### config.mk
export PLATFORM = sky130hd
export DESIGN_NAME = apl_angle_pll
export DESIGN_NICKNAME = d
export VERILOG_FILES = /design/src/hw/apl_pkg.sv /design/src/hw/apl_sync.sv /design/src/hw/apl_angle_pll.sv
export VERILOG_INCLUDE_DIRS = /design/src /design/src/hw
export SDC_FILE = /design/constraint.sdc
export NUM_CORES = 1
export LEC_CHECK = 0
export BUFFER_PORTS_ARGS = -buffer_cell sky130_fd_sc_hd__buf_2
export CAP_MARGIN = 25
export CORE_MARGIN = 1
export CORE_UTILIZATION = 40
export CTS_BUF_LIST = sky130_fd_sc_hd__clkbuf_16
export DETAILED_ROUTE_END_ITERATION = 10
export GPL_TIMING_DRIVEN = 1
export PLACE_DENSITY = 0.58
export REMOVE_ABC_BUFFERS = 1
export SYNTH_ARGS = -nofsm -noshare
export SYNTH_HDL_FRONTEND = slang
export SYNTH_SLANG_ARGS = --single-unit
export TNS_END_PERCENT = 30
### constraint.sdc
create_clock -name sys_clk -period 8 [get_ports sys_clk]
set_input_delay 0.8 -clock sys_clk [delete_from_list [all_inputs] [get_ports sys_clk]]
set_output_delay 0.8 -clock sys_clk [all_outputs]
set_load 0.005 [all_outputs]
### src/hw/apl_defs.svh
// Behaviour
// - Sync-enabled write loads trigger current sync count
// - Trigger previous sync loads from write data
// - State sync register behaves identically
// - Fast correction increments amount, target correct
// - Stamps derive from target counts each event
// - Pending pulse count also raised by each target correction amount
// - Next active edge recomputes stamps from targets
`ifndef APL_DEFS_SVH
`define APL_DEFS_SVH
// =====================================================
// Register offsets
`define APL_OFS_CTRL 8'h00
`define APL_OFS_TSYNC 8'h04
`define APL_OFS_SSYNC 8'h08
`define APL_OFS_TAR 8'h0c
`define APL_OFS_TAR_OLD 8'h10
`define APL_OFS_TSTAMP 8'h14
`define APL_OFS_SSTAMP 8'h18
`define APL_OFS_ADDAMT 8'h1c
`define APL_OFS_ISR 8'h20
`define APL_OFS_IMR 8'h24
`define APL_OFS_PCNT 8'h28
`define APL_OFS_STAT 8'h2c
// =====================================================
// Field positions
`define APL_CTRL_WSE 0
`define APL_CTRL_REQ 1
`define APL_CTRL_INCSEL 2
`define APL_CTRL_TRIG 3
`define APL_CTRL_AMT_LSB 8
`define APL_SYNC_CUR_LSB 0
`define APL_SYNC_PREV_LSB 8
`define APL_ISR_DONE 0
`define APL_ISR_INACT 1
`define APL_ISR_ACT 2
// =====================================================
// Reset values
`define APL_CTRL_RST 16'h0000
`define APL_SYNC_RST 8'h00
`define APL_CNT_RST 16'h0000
`define APL_IRQ_RST 3'h0
`endif

### src/hw/apl_pkg.sv
package apl_pkg;
  // =====================================================
  // Types
  typedef enum logic [1:0] {
    APL_IDLE = 2'h0,
    APL_RUN = 2'h1,
    APL_DONE = 2'h2
  } apl_fsm_e;
  typedef logic [15:0] apl_cnt_t;
  typedef logic [7:0] apl_sync_t;
endpackage : apl_pkg

### src/hw/apl_sync.sv
`timescale 1ns/1ps
// =====================================================
// Two-stage synchroniser for a pin level
module apl_sync (
  input wire logic sys_clk,
  input wire logic rst,
  input wire logic pinIn,
  output logic syncOut
);
  logic stage1_r;
  // First stage feeds only the second
  always_ff @(posedge sys_clk or posedge rst) begin
    if (rst) begin
      stage1_r <= 1'b0;
      syncOut <= 1'b0;
    end else begin
      stage1_r <= pinIn;
      syncOut <= stage1_r;
    end
  end
endmodule : apl_sync

### src/hw/apl_angle_pll.sv
`timescale 1ns/1ps
`include "apl_defs.svh"
// =====================================================
// Angle tracking PLL sync count and pulse correction
module apl_angle_pll (
  input wire logic sys_clk,
  input wire logic rst,
  input wire logic [7:0] regAddr,
  input wire logic [31:0] regWdata,
  input wire logic regWr,
  input wire logic regRd,
  output logic [31:0] regRdata,
  input wire logic inputEdgePin,
  input wire logic switchOnFlag,
  output logic irq,
  output logic microTick
);
  logic edgeSync;
  logic edgeDly_r;
  logic [15:0] ctrl_r;
  apl_pkg::apl_sync_t trigCur_r, trigPrev_r, stateCur_r, statePrev_r;
  apl_pkg::apl_cnt_t tar_r, tarOld_r, trigStamp_r, stateStamp_r, addAmt_r;
  apl_pkg::apl_cnt_t pending_r, pulseCnt_r;
  logic [2:0] isr_r, imr_r;
  apl_pkg::apl_fsm_e fsm_r, fsm_nxt;

  // =====================================================
  // Input edge synchronisation
  apl_sync u_sync (
    .sys_clk(sys_clk),
    .rst(rst),
    .pinIn(inputEdgePin),
    .syncOut(edgeSync)
  );
  always_ff @(posedge sys_clk or posedge rst) begin
    if (rst) edgeDly_r <= 1'b0;
    else edgeDly_r <= edgeSync;
  end
  wire activeEdge = edgeSync & ~edgeDly_r;
  wire inactiveEdge = ~edgeSync & edgeDly_r;

  // =====================================================
  // Address decode
  wire wrCtrl = regWr && (regAddr == `APL_OFS_CTRL);
  wire wrTsync = regWr && (regAddr == `APL_OFS_TSYNC);
  wire wrSsync = regWr && (regAddr == `APL_OFS_SSYNC);
  wire wrTar = regWr && (regAddr == `APL_OFS_TAR);
  wire wrTarOld = regWr && (regAddr == `APL_OFS_TAR_OLD);
  wire wrIsr = regWr && (regAddr == `APL_OFS_ISR);
  wire wrImr = regWr && (regAddr == `APL_OFS_IMR);
  wire syncEn = ctrl_r[`APL_CTRL_WSE];
  wire [7:0] corrAmt = ctrl_r[`APL_CTRL_AMT_LSB +: 8];
  wire apl_pkg::apl_cnt_t corrAmt16 = {8'h00, corrAmt};
  wire apl_pkg::apl_sync_t wCur = regWdata[`APL_SYNC_CUR_LSB +: 8];
  wire apl_pkg::apl_sync_t wPrev = regWdata[`APL_SYNC_PREV_LSB +: 8];
  wire corrStart = wrCtrl && regWdata[`APL_CTRL_TRIG] && regWdata[`APL_CTRL_REQ]
                   && (fsm_r == apl_pkg::APL_IDLE);
  wire corrRun = (fsm_r == apl_pkg::APL_RUN);
  wire corrDone = (fsm_r == apl_pkg::APL_DONE);
  wire apl_pkg::apl_cnt_t tarSel = switchOnFlag ? tar_r : tarOld_r;

  // =====================================================
  // Correction sequencer
  always_comb begin
    case (fsm_r)
      apl_pkg::APL_IDLE: fsm_nxt = corrStart ? apl_pkg::APL_RUN : apl_pkg::APL_IDLE;
      apl_pkg::APL_RUN: fsm_nxt = apl_pkg::APL_DONE;
      apl_pkg::APL_DONE: fsm_nxt = apl_pkg::APL_IDLE;
      default: fsm_nxt = apl_pkg::APL_IDLE;
    endcase
  end
  always_ff @(posedge sys_clk or posedge rst) begin
    if (rst) fsm_r <= apl_pkg::APL_IDLE;
    else fsm_r <= fsm_nxt;
  end

  // Control register, trigger bit cleared by hardware when done
  always_ff @(posedge sys_clk or posedge rst) begin
    if (rst) ctrl_r <= `APL_CTRL_RST;
    else if (wrCtrl) begin
      ctrl_r <= regWdata[15:0];
      ctrl_r[`APL_CTRL_TRIG] <= corrStart | (ctrl_r[`APL_CTRL_TRIG] & ~corrDone);
    end else if (corrDone) ctrl_r[`APL_CTRL_TRIG] <= 1'b0;
  end

  // =====================================================
  // Sync count registers, both fields from write data
  always_ff @(posedge sys_clk or posedge rst) begin
    if (rst) begin
      trigCur_r <= `APL_SYNC_RST;
      trigPrev_r <= `APL_SYNC_RST;
    end else if (wrTsync && syncEn) begin
      trigCur_r <= wCur;
      trigPrev_r <= wPrev;
    end
  end
  always_ff @(posedge sys_clk or posedge rst) begin
    if (rst) begin
      stateCur_r <= `APL_SYNC_RST;
      statePrev_r <= `APL_SYNC_RST;
    end else if (wrSsync && syncEn) begin
      stateCur_r <= wCur;
      statePrev_r <= wPrev;
    end
  end

  // =====================================================
  // Target counts; correction adds to the selected one, write wins
  always_ff @(posedge sys_clk or posedge rst) begin
    if (rst) begin
      tar_r <= `APL_CNT_RST;
      tarOld_r <= `APL_CNT_RST;
      addAmt_r <= `APL_CNT_RST;
    end else begin
      if (wrTar) tar_r <= regWdata[15:0];
      else if (corrRun && switchOnFlag) tar_r <= tar_r + corrAmt16;
      if (wrTarOld) tarOld_r <= regWdata[15:0];
      else if (corrRun && !switchOnFlag) tarOld_r <= tarOld_r + corrAmt16;
      if (corrRun) addAmt_r <= addAmt_r + corrAmt16;
    end
  end

  // Position stamps advance by the target at each active edge
  always_ff @(posedge sys_clk or posedge rst) begin
    if (rst) begin
      trigStamp_r <= `APL_CNT_RST;
      stateStamp_r <= `APL_CNT_RST;
    end else if (activeEdge) begin
      trigStamp_r <= trigStamp_r + tarSel;
      stateStamp_r <= stateStamp_r + tarSel;
    end
  end

  // =====================================================
  // Microtick generation, pending count reloaded from the selected target at each active edge
  wire tickNow = (pending_r != 16'h0000);
  wire apl_pkg::apl_cnt_t pendDec = tickNow ? pending_r - 16'h0001 : pending_r;
  wire apl_pkg::apl_cnt_t pendBase = activeEdge ? tarSel : pendDec;
  always_ff @(posedge sys_clk or posedge rst) begin
    if (rst) begin
      pending_r <= `APL_CNT_RST;
      pulseCnt_r <= `APL_CNT_RST;
      microTick <= 1'b0;
    end else begin
      pending_r <= corrRun ? pendBase + corrAmt16 : pendBase;
      pulseCnt_r <= pulseCnt_r + {15'h0000, tickNow};
      microTick <= tickNow;
    end
  end

  // =====================================================
  // Interrupts: set wins over write-one clear
  wire [2:0] isrSet = {activeEdge, inactiveEdge, corrDone};
  wire [2:0] isrClr = wrIsr ? regWdata[2:0] : 3'h0;
  always_ff @(posedge sys_clk or posedge rst) begin
    if (rst) begin
      isr_r <= `APL_IRQ_RST;
      imr_r <= `APL_IRQ_RST;
      irq <= 1'b0;
    end else begin
      isr_r <= (isr_r & ~isrClr) | isrSet;
      if (wrImr) imr_r <= regWdata[2:0];
      irq <= |(((isr_r & ~isrClr) | isrSet) & (wrImr ? regWdata[2:0] : imr_r));
    end
  end

  // =====================================================
  // Read mux, unmapped reads return zero
  logic [31:0] rdMux;
  always_comb begin
    case (regAddr)
      `APL_OFS_CTRL: rdMux = {16'h0000, ctrl_r};
      `APL_OFS_TSYNC: rdMux = {16'h0000, trigPrev_r, trigCur_r};
      `APL_OFS_SSYNC: rdMux = {16'h0000, statePrev_r, stateCur_r};
      `APL_OFS_TAR: rdMux = {16'h0000, tar_r};
      `APL_OFS_TAR_OLD: rdMux = {16'h0000, tarOld_r};
      `APL_OFS_TSTAMP: rdMux = {16'h0000, trigStamp_r};
      `APL_OFS_SSTAMP: rdMux = {16'h0000, stateStamp_r};
      `APL_OFS_ADDAMT: rdMux = {16'h0000, addAmt_r};
      `APL_OFS_ISR: rdMux = {29'h0, isr_r};
      `APL_OFS_IMR: rdMux = {29'h0, imr_r};
      `APL_OFS_PCNT: rdMux = {16'h0000, pulseCnt_r};
      `APL_OFS_STAT: rdMux = {30'h0, corrRun | corrDone, switchOnFlag};
      default: rdMux = 32'h00000000;
    endcase
  end
  always_ff @(posedge sys_clk or posedge rst) begin
    if (rst) regRdata <= 32'h00000000;
    else if (regRd) regRdata <= rdMux;
  end
endmodule : apl_angle_pll

==> flow_metrics.tcl <==
set metrics [dict create \
    tightestPinTransition_ps 1130 \
    grt_remaining_overflow 0 \
    layout_commonest_cell "dfrtp_1" \
    crit_path_top_delay_cell "nand3_1" \
    fin_nets 1384 \
    vias_per_cell 5.58 \
    drive_gt1_share_pct 14.6 \
    cts.clk_slew.worst_paths_ps 90 \
    cts_buffers 17 \
    wl_per_cell_um 19.3 \
    fin_worst_skew_ps 21.6 \
    clock_power_share_pct 30.6 \
    crit_buf_inv 2 \
    path_class "register to register" \
    cts_setup_buffers 0 \
    place_ws_ps 3460 \
    final_cell_mix "dfrtp_1 (189), nor2_1 (112), nand2_1 (103)" \
    max_freq_mhz 219 \
    cp_top_family "simple AND/OR/NAND/NOR gates" \
    cts_resized 0 \
    finalHoldViolCount 0 \
    startpoint_type "register" \
    fp.dieH_um 172 \
    n_fill_cell 2732 \
    setup_viol 0 \
    r2r-start "pending_r[0]$_DFF_PP0_" \
    start_util_pct 40.6 \
    worst_skew_pair.late_latency_ps 450 \
    power_density_nw_per_um2 219 \
    area_growth_pct 11.4 \
    drt_iter0_markers 649 \
    ctsHtreeMaxLevel 4 \
    internal-power_uw 1820 \
    power_frac_seq_pct 44.8 \
    period_minus_slack_ps 4560 \
    status "finished clean" \
    required_ps 8380 \
    ys_warn_count 0 \
    cp-startpoint "pending_r[0]$_DFF_PP0_" \
    cts_sinks 189 \
    cp_common_cell "a21oi_1" \
    dr.pass1.iters 5 \
    ir_drop_mv 0.118 \
    critPathCaptureType "register" \
    gp_congestion 0.912 \
    wirelength_mm 32.0 \
    combPwrFrac_pct 24.6 \
    seq_area_frac_synth_pct 40.7 \
    ios 80 \
    min_to "u_sync.syncOut$_DFF_PP0_" \
    hold_buffers 0 \
    setup_slack_ps 3440 \
    io_buffers 47 \
    tns_ps 0 \
    period_share_pct 57.0 \
    rsz0062_at_grt "false" \
    antenna_found_initial 0 \
    leakage_uw 0.00595 \
    rows 62 \
    place_hpwl_mm 22.9 \
    crit_arrival_ps 4940 \
    r2r_setup_slack_ps 3440 \
    async_flop_share_pct 100 \
    timing.rr.end "pending_r[12]$_DFF_PP0_" \
    grt_max_degree 117 \
    synth_cell_types 61 \
    core_um2 28600 \
    critPathMaxFanout 9 \
    grt_pass1_vias 8914 \
    vias 9256 \
    syn_area_per_cell_um2 9.50 \
    die-area_um2 29700 \
    worstRegToRegCells 18 \
    chipWidth_um 172 \
    cts_buffer_depth 2 \
    yosys_most_used_dff "dfrtp_1" \
    syn-cell-area_um2 11600 \
    cts_tree "built" \
    maxCapViolCount 0 \
    slew_viol_final 0 \
    synth-seq-cells 189 \
    grt_first_pass_wirelength_mm 50.7 \
    ctsRootBufferMaster "clkbuf_16" \
    p_sw_uw 1010 \
    diodes 0 \
    hp-start "u_sync.stage1_r$_DFF_PP0_" \
    slew_headroom_pct 24.6 \
    synth_edf_count 0 \
    max_stage_delay_ps 450 \
    whs_path_depth 0 \
    switching_share_pct 35.7 \
    crit_chain "inv_1 > ha_1 > nor3b_1 > and3_1 > nand3_1 > xnor2_1 > a21oi_1 > ha_1 > inv_1 > fa_1 > nor2b_1 > o21ai_0 > a21oi_1 > o21ai_0 > a21oi_1 > nand3_1 > nor3_1 > xnor2_1" \
    hold_class "register to register" \
    drtAntennaViolNets 0 \
    synthCells 1222 \
    drc 0 \
    grtUsageTotal_pct 22.7 \
]
kinds of logic after synthesis:
kind of cell / synth area share [%]
compound gates: 16.7
xor+xnor: 7.32
fa+ha+maj: 8.68
buf+inv: 4.22
flops: 40.7
mux: 7.80
other cells: 0.0323
simple gates: 14.5
state kept, by name (all words and copies together), names as in the netlist, 16 cells and up:
signal / cells
addAmt_r: 16
ctrl_r: 16
pending_r: 16
pulseCnt_r: 16
regRdata: 16
stateStamp_r: 16
tarOld_r: 16
tar_r: 16
trigStamp_r: 16
power groups by stage:
stage	sequential [uW]	combinational, uW	clock [uW]
2_1_floorplan	1210	554	0
3_3_place_gp	1280	674	0
3_5_place_dp	1280	691	0
4_1_cts	1260	696	881
5_1_grt	1280	796	916
6_report	1270	697	865
cell usage after synthesis (18+ instances only):
master	instances	area (um^2)
dfrtp_1	189	4730
nor2_1	115	432
clkbuf_1	36	135
nor3_1	29	145
a21oi_1	73	365
o21ai_0	64	320
inv_1	54	203
nand3_1	45	225
ha_1	71	888
xnor2_1	50	438
a22oi_1	31	233
xor2_1	47	412
mux2_2	76	856
nand2_1	104	390
a21o_1	18	135
a221oi_1	18	158
and3_1	24	150
worst max-delay path by stage:
| stage | endpoint | slack, ps | depth (start not counted) |
|---|---|---|---|
| detailed placement | pending_r[12]$_DFF_PP0_ | 3460 | 18 |
| CTS | pending_r[12]$_DFF_PP0_ | 3420 | 18 |
| floorplan | addAmt_r[0]$_DFFE_PP0N_ | 2060 | 1 |
| finish | pending_r[12]$_DFF_PP0_ | 3440 | 18 |
| global placement | pending_r[12]$_DFF_PP0_ | 3540 | 18 |
| global route | pending_r[12]$_DFF_PP0_ | 3030 | 18 |
per-layer routing:
metal / part of all wire, % / vias to the layer above / GRT usage (%)
met2: 47 / 250 / 37.2
met3: 4.3 / 45 / 3.52
met5: 0 / - / 0
li1: - / 4481 / -
met1: 46 / 4480 / 30.9
met4: 2.3 / 0 / 6.85
per-stage QoR:
stage | hold WS, ps | instance area, um^2 | util (%) | power (uW) | instances
2_1_floorplan | 331 | 11400 | - | 1770 | 1178
3_3_place_gp | 334 | 12200 | 42.6 | 1950 | 1620
3_5_place_dp | 337 | 12300 | 42.8 | 1970 | 1622
4_1_cts | 353 | 12900 | 44.9 | 2840 | 1654
5_1_grt | 369 | 12900 | 45.2 | 2990 | 1658
6_report | 352 | 12900 | 45.2 | 2830 | 1658
layout make-up:
type | count | area [um^2] | share of cell area, %
Multi-Input combinational cell | 934 | 6460 | 49.9
Sequential cell | 189 | 4730 | 36.6
Tap cell | 384 | 480 | 3.71
Timing Repair Buffer | 64 | 458 | 3.54
Clock buffer | 17 | 425 | 3.29
Inverter | 55 | 214 | 1.65
Clock inverter | 15 | 169 | 1.31
Power figures use the tool's default switching activity.
